`config.mk`:
```
export PLATFORM = sky130hd
export DESIGN_NAME = lpcm_top
export DESIGN_NICKNAME = d
export VERILOG_FILES = /design/src/lpcm_pkg.sv /design/src/lpcm_buf.sv /design/src/lpcm_top.sv
export SDC_FILE = /design/constraint.sdc
export NUM_CORES = 1
export LEC_CHECK = 0
export BUFFER_PORTS_ARGS = -buffer_cell sky130_fd_sc_hd__buf_2
export CELL_PAD_IN_SITES_DETAIL_PLACEMENT = 0
export CELL_PAD_IN_SITES_GLOBAL_PLACEMENT = 1
export CORE_ASPECT_RATIO = 1.25
export CORE_MARGIN = 4
export CORE_UTILIZATION = 31
export CTS_CLUSTER_DIAMETER = 200
export DETAILED_ROUTE_END_ITERATION = 8
export HOLD_SLACK_MARGIN = 0.03
export PLACE_DENSITY_LB_ADDON = 0.1
export SETUP_SLACK_MARGIN = 0.2
export SLEW_MARGIN = 25
export SYNTH_ARGS = -nofsm -noshare
export SYNTH_HDL_FRONTEND = slang
export SYNTH_SLANG_ARGS = --single-unit
```
`constraint.sdc`:
```
create_clock -name i_mclk -period 3.2 [get_ports i_mclk]
set_input_delay 0.16 -clock i_mclk [delete_from_list [all_inputs] [get_ports i_mclk]]
set_output_delay 0.16 -clock i_mclk [all_outputs]
set_load 0.005 [all_outputs]
```
`src/lpcm_pkg.sv`:
```
package lpcm_pkg;
    localparam logic [1:0] MODE_BYTE_MASTER_PINS = 2'h0;
    localparam logic [1:0] MODE_PACKET = 2'h1;
    localparam logic [1:0] MODE_BYTE_PREBOOT = 2'h2;
    localparam logic [1:0] MODE_PACKET_PREBOOT = 2'h3;
    localparam int CLK_MHZ = 100;
    localparam int OS_RATE_MBPS = 20;
    localparam int OVERSAMPLE = 5;
    localparam int SAMPLE_DIV = CLK_MHZ * 1 > OS_RATE_MBPS * OVERSAMPLE ?
        CLK_MHZ / (OS_RATE_MBPS * OVERSAMPLE) : 1;
    localparam int BIT_CYCLES = SAMPLE_DIV * OVERSAMPLE;
    localparam int DS_RATE_MBPS = 100;
    localparam int DATA_BITS = 8;
    localparam int FRAME_BITS = DATA_BITS + 3;
    localparam logic [15:0] RESET_OUT_CYCLES = 16'h0010;
    localparam int BUF_DEPTH = 2;

    typedef struct packed {
        logic byte_stream;
        logic master_from_pins;
        logic link0_preboot;
    } lpcm_mode_t;

    typedef struct packed {
        logic valid;
        logic [7:0] data;
    } lpcm_byte_t;
endpackage

```
`src/lpcm_buf.sv`:
```
`timescale 1ns/100ps
module lpcm_buf #(
    parameter int WIDTH = 8,
    parameter int DEPTH = 2
) (
    input wire logic i_mclk,
    input wire logic i_reset,
    input wire logic i_valid,
    output logic o_ready,
    input wire logic [WIDTH-1:0] i_data,
    output logic o_valid,
    input wire logic i_ready,
    output logic [WIDTH-1:0] o_data
);
    localparam int AW = (DEPTH > 1) ? $clog2(DEPTH) : 1;
    logic [WIDTH-1:0] mem_q [DEPTH];
    logic [AW-1:0] wr_q;
    logic [AW-1:0] rd_q;
    logic [AW:0] cnt_q;
    logic push;
    logic pop;

    assign push = i_valid && o_ready;
    assign pop = o_valid && i_ready;

    always_ff @(posedge i_mclk) begin
        if (i_reset) begin
            wr_q <= '0;
            rd_q <= '0;
            cnt_q <= '0;
            // ready stays low while held in reset, so a disabled path refuses bytes
            o_ready <= 1'b0;
            o_valid <= 1'b0;
        end else begin
            if (push) begin
                wr_q <= (wr_q == AW'(DEPTH - 1)) ? '0 : wr_q + 1'b1;
            end
            if (pop) begin
                rd_q <= (rd_q == AW'(DEPTH - 1)) ? '0 : rd_q + 1'b1;
            end
            cnt_q <= cnt_q + (AW+1)'(push) - (AW+1)'(pop);
            o_ready <= (cnt_q + (AW+1)'(push) - (AW+1)'(pop)) != (AW+1)'(DEPTH);
            o_valid <= (cnt_q + (AW+1)'(push) - (AW+1)'(pop)) != '0;
        end
    end

    always_ff @(posedge i_mclk) begin
        if (push) begin
            mem_q[wr_q] <= i_data;
        end
    end

    // read data registered so the head word is stable while stalled
    always_ff @(posedge i_mclk) begin
        if (i_reset) begin
            o_data <= '0;
        end else if (cnt_q == '0 || pop) begin
            if (pop && cnt_q > 1) begin
                o_data <= mem_q[(rd_q == AW'(DEPTH - 1)) ? '0 : rd_q + 1'b1];
            end else if (push) begin
                o_data <= i_data;
            end
        end
    end
endmodule

```
`src/lpcm_top.sv`:
```
`timescale 1ns/100ps
// Operation
// - mode pins decode high-pin-upper; even modes byte-stream, odd modes packetized
// - mode 0 mastered by discrete pins, other modes by control link zero
// - modes 2 and 3 run pre-boot protocol on legacy link zero until booted
// - mode 0 target reset with analyse low resets converter and processor
// - main reset always resets converter and drives processor reset
// - target reset and analyse inputs ignored outside mode 0
// - byte-stream modes translate data/strobe bytes to legacy frames and back
// - legacy receive samples five times per bit period
// - legacy links up to 20 Mbit/s, data/strobe up to 100 Mbit/s
// - legacy byte is start, one, eight bits lsb first, stop
// - acknowledge is start then zero; sender waits for it
module lpcm_top (
    input wire logic i_mclk,
    input wire logic i_reset,
    input wire logic i_mode_select_low,
    input wire logic i_mode_select_high,
    input wire logic i_target_reset_in,
    input wire logic i_analyse_in,
    input wire logic i_processor_booted,
    input wire logic i_legacy_link_zero_rx,
    output logic o_legacy_link_zero_tx,
    input wire logic i_tx_valid,
    input wire logic [7:0] i_tx_data,
    output logic o_tx_ready,
    output logic o_rx_valid,
    output logic [7:0] o_rx_data,
    input wire logic i_rx_ready,
    output logic o_reset_to_processor,
    output logic o_byte_stream,
    output logic o_master_from_pins,
    output logic o_link0_preboot,
    output logic [1:0] o_mode
);
    typedef enum logic [3:0] {
        TX_IDLE = 4'h1,
        TX_SEND = 4'h2,
        TX_WAIT = 4'h4,
        TX_ACK = 4'h8
    } lpcm_tx_t;
    typedef enum logic [2:0] {
        RX_IDLE = 3'h1,
        RX_BITS = 3'h2,
        RX_HOLD = 3'h4
    } lpcm_rx_t;

    logic [1:0] pins_s1_q;
    logic [1:0] pins_s2_q;
    logic [1:0] ctl_s1_q;
    logic [1:0] ctl_s2_q;
    logic [1:0] rx_s_q;
    logic rst_pend_q;
    logic [1:0] mode_q;
    logic latched_q;
    logic int_reset;
    logic [15:0] rout_cnt_q;
    logic [7:0] div_q;
    logic tick;
    lpcm_tx_t tx_st_q;
    lpcm_rx_t rx_st_q;
    logic [10:0] tx_sh_q;
    logic [3:0] tx_bit_q;
    logic [3:0] tx_ph_q;
    logic ack_req_q;
    logic ack_seen_q;
    logic [3:0] rx_bit_q;
    logic [3:0] rx_ph_q;
    logic [8:0] rx_sh_q;
    logic rx_push;
    logic rx_buf_ready;
    logic tx_pop;
    logic tx_buf_valid;
    logic [7:0] tx_buf_data;
    logic link_on;
    logic booted_s1_q;
    logic booted_s2_q;
    logic tx_await_q;
    lpcm_pkg::lpcm_mode_t mode_dec;

    function automatic lpcm_pkg::lpcm_mode_t decode(input logic [1:0] m);
        lpcm_pkg::lpcm_mode_t r;
        r.byte_stream = ~m[0];
        r.master_from_pins = (m == lpcm_pkg::MODE_BYTE_MASTER_PINS);
        r.link0_preboot = m[1];
        return r;
    endfunction

    assign mode_dec = decode(mode_q);

    always_ff @(posedge i_mclk) begin
        pins_s1_q <= {i_mode_select_high, i_mode_select_low};
        pins_s2_q <= pins_s1_q;
        ctl_s1_q <= {i_target_reset_in, i_analyse_in};
        ctl_s2_q <= ctl_s1_q;
        rx_s_q <= {rx_s_q[0], i_legacy_link_zero_rx};
        booted_s1_q <= i_processor_booted;
        booted_s2_q <= booted_s1_q;
    end

    // mode captured on the first edge after reset release; pins assumed stable
    always_ff @(posedge i_mclk) begin
        if (i_reset) begin
            latched_q <= 1'b0;
            mode_q <= lpcm_pkg::MODE_BYTE_MASTER_PINS;
        end else if (!latched_q) begin
            latched_q <= 1'b1;
            mode_q <= {pins_s2_q[1], pins_s2_q[0]};
        end
    end

    // target reset only counts in mode 0 and only with analyse low
    always_ff @(posedge i_mclk) begin
        if (i_reset) begin
            rst_pend_q <= 1'b0;
        end else begin
            rst_pend_q <= latched_q && mode_dec.master_from_pins
                && ctl_s2_q[1] && !ctl_s2_q[0];
        end
    end

    assign int_reset = i_reset || rst_pend_q || !latched_q;

    // reset output is stretched so the processor always sees a full pulse
    always_ff @(posedge i_mclk) begin
        if (i_reset || rst_pend_q) begin
            rout_cnt_q <= lpcm_pkg::RESET_OUT_CYCLES;
            o_reset_to_processor <= 1'b1;
        end else if (rout_cnt_q != '0) begin
            rout_cnt_q <= rout_cnt_q - 16'h0001;
            o_reset_to_processor <= 1'b1;
        end else begin
            o_reset_to_processor <= 1'b0;
        end
    end

    always_ff @(posedge i_mclk) begin
        if (int_reset) begin
            o_byte_stream <= 1'b0;
            o_master_from_pins <= 1'b0;
            o_link0_preboot <= 1'b0;
            o_mode <= 2'h0;
        end else begin
            o_byte_stream <= mode_dec.byte_stream;
            o_master_from_pins <= mode_dec.master_from_pins;
            o_link0_preboot <= mode_dec.link0_preboot && !booted_s2_q;
            o_mode <= mode_q;
        end
    end

    // byte path active only in byte-stream modes, and not while link zero is in pre-boot
    assign link_on = mode_dec.byte_stream
        && !(mode_dec.link0_preboot && !booted_s2_q);

    // sample tick at five per bit at the top legacy rate
    always_ff @(posedge i_mclk) begin
        if (int_reset || div_q == 8'(lpcm_pkg::SAMPLE_DIV - 1)) begin
            div_q <= 8'h00;
        end else begin
            div_q <= div_q + 8'h01;
        end
    end
    assign tick = (div_q == 8'(lpcm_pkg::SAMPLE_DIV - 1));

    // held in reset while the byte path is off, so ready reads low there
    lpcm_buf #(.WIDTH(8), .DEPTH(lpcm_pkg::BUF_DEPTH)) u_tx_buf (
        .i_mclk(i_mclk),
        .i_reset(int_reset || !link_on),
        .i_valid(i_tx_valid && link_on),
        .o_ready(o_tx_ready),
        .i_data(i_tx_data),
        .o_valid(tx_buf_valid),
        .i_ready(tx_pop),
        .o_data(tx_buf_data)
    );
    assign tx_pop = tick && (tx_st_q == TX_IDLE) && tx_buf_valid && !ack_req_q && link_on;

    always_ff @(posedge i_mclk) begin
        if (int_reset) begin
            tx_st_q <= TX_IDLE;
            tx_sh_q <= '0;
            tx_bit_q <= '0;
            tx_ph_q <= '0;
            tx_await_q <= 1'b0;
            o_legacy_link_zero_tx <= 1'b0;
        end else if (tick) begin
            unique case (tx_st_q)
                TX_IDLE: begin
                    tx_ph_q <= '0;
                    tx_bit_q <= '0;
                    if (ack_req_q) begin
                        tx_sh_q <= 11'h001;
                        tx_st_q <= TX_ACK;
                    end else if (tx_buf_valid && link_on) begin
                        tx_sh_q <= {1'b0, tx_buf_data, 2'b11};
                        tx_st_q <= TX_SEND;
                    end
                end
                TX_SEND, TX_ACK: begin
                    o_legacy_link_zero_tx <= tx_sh_q[0];
                    if (tx_ph_q == 4'(lpcm_pkg::OVERSAMPLE - 1)) begin
                        tx_ph_q <= '0;
                        tx_sh_q <= {1'b0, tx_sh_q[10:1]};
                        tx_bit_q <= tx_bit_q + 4'h1;
                        if (tx_bit_q == ((tx_st_q == TX_ACK) ? 4'h1
                                : 4'(lpcm_pkg::FRAME_BITS - 1))) begin
                            // an ack sent while awaiting ours must not free the next frame
                            if (tx_st_q == TX_ACK) begin
                                tx_st_q <= tx_await_q ? TX_WAIT : TX_IDLE;
                            end else begin
                                tx_await_q <= 1'b1;
                                tx_st_q <= TX_WAIT;
                            end
                        end
                    end else begin
                        tx_ph_q <= tx_ph_q + 4'h1;
                    end
                end
                TX_WAIT: begin
                    o_legacy_link_zero_tx <= 1'b0;
                    if (ack_seen_q) begin
                        tx_await_q <= 1'b0;
                        tx_st_q <= TX_IDLE;
                    end else if (ack_req_q) begin
                        tx_sh_q <= 11'h001;
                        tx_st_q <= TX_ACK;
                    end
                end
                default: tx_st_q <= TX_IDLE;
            endcase
        end
    end

    // received data and acknowledges; ack withheld until buffer has room
    always_ff @(posedge i_mclk) begin
        if (int_reset) begin
            rx_st_q <= RX_IDLE;
            rx_bit_q <= '0;
            rx_ph_q <= '0;
            rx_sh_q <= '0;
            ack_seen_q <= 1'b0;
            ack_req_q <= 1'b0;
        end else begin
            if (tick && tx_st_q == TX_WAIT && ack_seen_q) begin
                ack_seen_q <= 1'b0;
            end
            // cleared as the ack frame starts; a request raised meanwhile is kept
            if (tick && ack_req_q && (tx_st_q == TX_IDLE
                    || (tx_st_q == TX_WAIT && !ack_seen_q))) begin
                ack_req_q <= 1'b0;
            end
            if (tick) begin
                unique case (rx_st_q)
                    RX_IDLE: begin
                        if (rx_s_q[1] && link_on) begin
                            rx_ph_q <= 4'h0;
                            rx_bit_q <= 4'h0;
                            rx_st_q <= RX_BITS;
                        end
                    end
                    RX_BITS: begin
                        if (rx_ph_q == 4'(lpcm_pkg::OVERSAMPLE - 1)) begin
                            rx_ph_q <= '0;
                        end else begin
                            rx_ph_q <= rx_ph_q + 4'h1;
                        end
                        // mid-bit sample picks the third of five
                        if (rx_ph_q == 4'h2) begin
                            rx_bit_q <= rx_bit_q + 4'h1;
                            if (rx_bit_q == 4'h1 && !rx_s_q[1]) begin
                                ack_seen_q <= 1'b1;
                                rx_st_q <= RX_IDLE;
                            end else if (rx_bit_q >= 4'h2) begin
                                rx_sh_q <= {rx_s_q[1], rx_sh_q[8:1]};
                                if (rx_bit_q == 4'(lpcm_pkg::FRAME_BITS - 1)) begin
                                    rx_st_q <= RX_HOLD;
                                end
                            end
                        end
                    end
                    RX_HOLD: begin
                        if (rx_buf_ready) begin
                            ack_req_q <= 1'b1;
                            rx_st_q <= RX_IDLE;
                        end
                    end
                    default: rx_st_q <= RX_IDLE;
                endcase
            end
        end
    end
    assign rx_push = tick && rx_st_q == RX_HOLD && rx_buf_ready;

    lpcm_buf #(.WIDTH(8), .DEPTH(lpcm_pkg::BUF_DEPTH)) u_rx_buf (
        .i_mclk(i_mclk),
        .i_reset(int_reset),
        .i_valid(rx_push),
        .o_ready(rx_buf_ready),
        .i_data(rx_sh_q[7:0]),
        .o_valid(o_rx_valid),
        .i_ready(i_rx_ready),
        .o_data(o_rx_data)
    );
endmodule

```
After elaboration in Yosys (flattened, before gate mapping)
Memories as Yosys holds them, arrays and structs flattened. Cells that the tools add are included.

Word-level logic and storage cells: 218. Memories kept: 2. Flip-flop bits (word level): 121. Output and inout bits: 17. Memory bits (writable): 32.

Memories: u_rx_buf.mem_q (words 2, bits a word 8, rd ports 1, clocked after memory_dff 0, wr ports 1, RTL line lpcm_buf.sv:16) `logic [WIDTH-1:0] mem_q [DEPTH];`; u_tx_buf.mem_q (words 2, bits a word 8, rd ports 1, clocked after memory_dff 0, wr ports 1, RTL line lpcm_buf.sv:16).

Multiplexer cells: 61. Reductions and logical operators: 67. Add/sub/neg operators: 14. Eq/ne operators: 28. Bitwise logic cells: 2. Order comparisons: 3.

Operator list (count): 2-to-1 mux 11 bit (5); 2-to-1 mux 4 bit (12); one-hot mux 11 bit (3 select lines) (1); 2-to-1 mux 8 bit (4); one-hot mux 4 bit (2 select lines) (4); logical AND 1 bit (26); 2-to-1 mux 3 bit (8); 2-to-1 mux 1 bit (23); != test 2 bit (second input constant) (10); AND reduction 6 bit (3); adder 4 x 1 -> 4 bit (second input constant) (4); nonzero test 16 bit (1); subtractor 16 x 1 -> 16 bit (second input constant) (1); nonzero test 2 bit (7); == test 4 x 3 -> 1 bit (second input constant) (3); != test 3 bit (second input constant) (4); one-hot mux 4 bit (3 select lines) (1); AND reduction 5 bit (2); one-hot mux 3 bit (3 select lines) (1); adder 8 x 1 -> 8 bit (second input constant) (1); == test 4 x 1 -> 1 bit (second input constant) (2); == test 4 x 2 -> 1 bit (second input constant) (2); == test 4 bit (second input constant) (2); logical NOT 1 bit (8); 20 further kinds (40).

Longest topological paths before layout
Depth in word-level cells: 9. Mapped depth: 12. Gate-level depth less buffers: 11.

By module
Synthesis repeated with hierarchy kept, for this count alone.

Cells, all modules: 658. Area total of the unflattened synthesis: 6790.3 µm².

By module, submodules not included: lpcm_top (cells each 470, seq. area each 1841.8 µm², times used 1, area an instance 4217.8 µm²); lpcm_buf (cells each 94, seq. area each 760.7 µm², times used 2, area an instance 1286.2 µm²).

Least setup slack after synthesis
Ideal clock, no wire load.

Kind: reg-to-reg. Start point: register div_q[4]. End point: register u_tx_buf.o_valid. Data required time: 3076 ps. Library setup time: 124 ps. Arrival: 2154 ps. Slack: 922 ps. Buffers on the path: 1. Period minus slack after synthesis: 2278 ps. Stages on the path, launching flop included: 11. Cell sequence: dfxtp_1 nor4_2 and3_1 clkbuf_1 and4_1 ha_1 inv_1 ha_1 xor2_1 xnor2_1 a21oi_1.

Word-level cells in the longest chain between the ends: 8.

RTL lines: start, declared (RTL line lpcm_top.sv:58) `logic [7:0] div_q;`; start signal, assigned (RTL line lpcm_top.sv:160) `div_q <= div_q + 8'h01;`; logical NOT 8 bit (RTL line lpcm_top.sv:163) `assign tick = (div_q == 8'(lpcm_pkg::SAMPLE_DIV - 1));`; logical AND 1 bit (4 in series) (RTL line lpcm_top.sv:176) `assign tx_pop = tick && (tx_st_q == TX_IDLE) && tx_buf_valid && !ack_req_q && link_on;`; logical AND 1 bit (RTL line lpcm_buf.sv:24) `assign pop = o_valid && i_ready;`; net u_tx_buf.pop (RTL line lpcm_buf.sv:21) `logic pop;`; subtractor 2 x 1 -> 2 bit (RTL line lpcm_buf.sv:43) `o_valid <= (cnt_q + (AW+1)'(push) - (AW+1)'(pop)) != '0;`; nonzero test 2 bit (RTL line lpcm_buf.sv:43); end signal, assigned (RTL line lpcm_buf.sv:33) `o_valid <= 1'b0;`; end signal, assigned (RTL line lpcm_buf.sv:43); end, declared (RTL line lpcm_buf.sv:11) `output logic o_valid,`.

The timed path passes the listed nets, and every way through them passes these cells. A chain may end at the register's enable or synchronous reset.

Final worst setup path
Start point: register tx_st_q[1]. End point: register u_tx_buf.o_valid.

Word-level cells in the longest chain between the ends: 8.

RTL lines: start, declared (RTL line lpcm_top.sv:60) `lpcm_tx_t tx_st_q;`; start signal, assigned (RTL line lpcm_top.sv:209) `tx_st_q <= tx_await_q ? TX_WAIT : TX_IDLE;`; == test 4 x 1 -> 1 bit (RTL line lpcm_top.sv:176); logical AND 1 bit (4 in series) (RTL line lpcm_top.sv:176); logical AND 1 bit (RTL line lpcm_buf.sv:24); net u_tx_buf.pop (RTL line lpcm_buf.sv:21); subtractor 2 x 1 -> 2 bit (RTL line lpcm_buf.sv:43); nonzero test 2 bit (RTL line lpcm_buf.sv:43).

The timed path passes the listed nets, and every way through them passes these cells.

==> summary.md <==
| Metric | Value |
|---|---|
| Reg2Reg Setup Slack | 0.68 ns |
| CP startpoint kind | flop |
| Slew margin rel. | between 40 and 50% |
| Post-synth EDFFs | 32 |
| Placeable core region | 20800 um^2 |
| Number of global-route vias before repair | 4819 |
| Port Buffers | 34 |
| GRT Overall Usage | between 10% and 20% |
| Final Non-Filler Cells | 993 |
| Reg2reg path depth | 9 |
| CP arrival | roughly 2.8 ns |
| Die width | 138 um |
| Yosys reg bits | around 150 |
| Worst setup EP type | flop |
| H-tree depth | 4 |
| Commonest non-fill, non-tap cell in the layout | dfxtp_1 |
| Clock buffer count from CTS | 17 |
| Layout cells sized above 1 | 14.7% |
| Slew @ Worst Pin | about 0.77 ns |
| Synth cell types | 66 |
| Row Count | 59 |
| RD Place Congestion | 0.766 |
| Largest net degree at the start of global routing | 55 |
| Root buffer cell | clkbuf_16 |
| WL/cell | between 10 and 15 um |
| Final setup viols | 0 |
| # IOs | 35 |
| Worst path bufs/invs | 1 |
| Tcrit/Tclk final | 78.7% |
| Via count | 4845 |
| Critical path's largest stage delay | between 0.6 and 0.7 ns |
| Power Density | ~560 nW/um^2 |
| HPWL after DPL | slightly below 10000 um |
| Peak supply drop | a little under 400 uV |
| CP delay by family, top | simple AND/OR/NAND/NOR gates |
| Via density | 4.88 |
| Crit-path cells | or4b_4, nor2_1, and4_1, ha_1, inv_1, ha_1, xor2_1, xnor2_1, a21oi_1 |
| Status | completed |
| Nets | 740 |
| Max-cap violations | 0 |
| Gate Count Post-Synth | 651 |
| WP data required | 3.50 ns |
| Ys async rst share | 0% |
| Syn Nets | approximately 690 |
| HP Start | i_rx_ready |
| Clock latency on the worst-skew pair | around 0.42 ns |
| RSZ-0062 raised after global routing | no |
| Initial core utilization | 31.6% |
| Die ar. | 23600 um^2 |
| Reg area | 3360 um^2 |
| TritonCTS clock tree | built |
| Reg clk slew, reported paths | 0.06 ns |
| Seq/Total Area, Yosys | 51.1% |
| Post-CTS Setup Bufs | 0 |
| Post-route antenna net violation count | 0 |
| Ant. Diodes | 0 |
| Clk buf depth | 2 |
| # clock sinks | 152 |
| Critical path class | flop to flop |
| Worst path slowest cell | or4b_4 |
| Minimum clock period | 2.52 ns |
| P_leak | 2.83 nW |
| Drt drc | 0 |
| Worst reg2reg path startpoint | tx_st_q[1] |
| Layout fillers | 2134 |
| Synth warnings | 0 |
| Setup_tns | 0 ns |
| Hold crit path type | primary input to flop |
| Aggregate global routing overflow | 0 |
| Worst Path Max Fanout | 14 |
| Hold Path Sink | u_rx_buf.rd_q |
| Clk_skew | 0.00870 ns |
| TritonRoute pass-1 iters | 4 |
| Multi-input logic area | 3000 um^2 |
| Mapped Avg Cell Area | 10.1 um^2 |
| Cell mode on critical path | ha_1 |
| Initial antenna violation count | 0 |
| Area grow syn2layout | 18.0% |
| Hold Crit Depth | 4 |
| Endpoints failing hold | 0 |
| Final wirelength | 14500 um |
| First-pass GRT wire length | 23900 um |
| Placed cells | ~950 |
| Cell Area, Synth | ~6600 um^2 |
| Iter 0 DRT Violations | 134 |
| Critical R2R Capture | u_tx_buf.o_valid |
| Die H | 171 um |
| Final Max Tran Viols | 0 |
| Commonest non-fill, non-tap cells in the layout | dfxtp_1, nor2_1, mux2i_1, buf_2, nand2_1 |
| Commonest register cell after synthesis | dfxtp_1 |
| Fmax | roughly 400 MHz |
## cells in the mapped netlist (3+ instances only)
cell type / number / area (um^2)
o31a_1: 3 / 26.3
mux2i_1: 48 / 480
buf_2: 5 / 25.0
o211ai_1: 4 / 30.0
nor4b_1: 3 / 26.3
nand3_1: 22 / 110
a21o_1: 4 / 30.0
edfxtp_1: 32 / 961
nand3b_1: 5 / 37.5
or2_2: 5 / 31.3
or3_1: 5 / 31.3
a22o_1: 8 / 70.1
xnor2_1: 9 / 78.8
a211oi_2: 8 / 100
nand2b_1: 5 / 31.3
and3_1: 11 / 68.8
o21ai_0: 27 / 135
buf_1: 3 / 11.3
xor2_1: 14 / 123
a32oi_1: 3 / 26.3
dfxtp_1: 120 / 2400
a31oi_1: 10 / 62.6
nor4_1: 5 / 31.3
nand4b_1: 3 / 26.3
nor2_1: 79 / 297
clkbuf_1: 15 / 56.3
ha_1: 16 / 200
and2_1: 3 / 18.8
nor2b_1: 10 / 62.6
nand4_1: 5 / 31.3
o21a_1: 4 / 30.0
a211oi_1: 3 / 22.5
a311oi_1: 3 / 26.3
nand2_1: 34 / 128
nor3b_1: 3 / 22.5
a21oi_1: 30 / 150
a22oi_1: 8 / 60.1
nor3_1: 14 / 70.1
inv_1: 26 / 97.6
or4_1: 4 / 30.0
## sequential cells by signal, summed over array words and instances (netlist names), 8 cells and up
name and cells:
u_tx_buf.o_data 8, div_q 8, u_rx_buf.o_data 8, tx_sh_q 10
rx_sh_q 9, rout_cnt_q 16, u_rx_buf.mem_q 16, u_tx_buf.mem_q 16
## layout make-up
| cell class | count | share of cell area (%) |
|---|---|---|
| clock inverter | 14 | 1.50 |
| multi-input combinational | 447 | 38.6 |
| timing repair buffer | 62 | 5.38 |
| tap | 274 | 4.41 |
| inverter | 26 | 1.26 |
| sequential | 152 | 43.3 |
| clock buffer | 18 | 5.53 |
## cell families (layout without fill, tap and decap cells)
family / after synthesis / count (layout) / share of synthesized area [%]
simple gates: 231 / 231 / 18.6
buf+inv: 52 / 120 / 3.35
compound gates: 128 / 128 / 13.4
flops: 152 / 152 / 51.1
xor+xnor: 23 / 23 / 3.06
fa+ha+maj: 16 / 16 / 3.04
mux: 49 / 49 / 7.47
## repair_timing
item                                    CTS  global route
hold endpoints to repair                 26             0
resized for setup                         0             0
hold buffers                             15             0
endpoints found under the setup margin    0             0
## through the flow
step	hold WS [ns]	util, %	setup WS, ns	total power, mW	cell area [um^2]
2_1_floorplan	0.188	-	0.922	2.43	6580
3_3_place_gp	0.262	34.0	0.796	2.54	7070
3_5_place_dp	0.264	34.0	0.711	2.55	7070
4_1_cts	0.156	37.3	0.696	4.46	7770
5_1_grt	0.213	37.3	0.531	4.60	7770
6_report	0.180	37.3	0.682	4.38	7770
## worst max-delay path by stage
stage               start               end  slack [ns]  cells past startpoint
5_1_grt        tx_st_q[1]  u_tx_buf.o_ready        0.53                     10
2_1_floorplan    div_q[4]  u_tx_buf.o_valid        0.92                     10
3_5_place_dp   tx_st_q[1]  u_tx_buf.o_valid        0.71                      9
3_3_place_gp   tx_st_q[1]  u_tx_buf.o_valid        0.80                      9
4_1_cts        tx_st_q[1]  u_tx_buf.o_valid        0.70                      9
6_report       tx_st_q[1]  u_tx_buf.o_valid        0.68                      9
## per-layer routing
metal,GRT usage [%],wire length [um],vias up
li1,-,-,2460
met1,15.3,6790,2304
met2,21.4,7020,67
met3,2.66,425,14
met4,4.98,211,0
met5,0,0,-
## worst reg2reg max path, stage by stage, from the launching register on
cell	delay (ns)
dfxtp_1	0.45
or4b_4	0.64
nor2_1	0.16
and4_1	0.22
ha_1	0.23
inv_1	0.07
ha_1	0.15
xor2_1	0.18
xnor2_1	0.19
a21oi_1	0.11
## power by group
part / switching (mW) / leakage, nW / internal (mW)
Clock: 0.847 / 0.257 / 1.01
Sequential: 0.0618 / 1.23 / 2.02
Combinational: 0.257 / 1.35 / 0.176
Total: 1.17 / 2.83 / 3.21
Note: power is estimated with default switching activity, not from simulation.
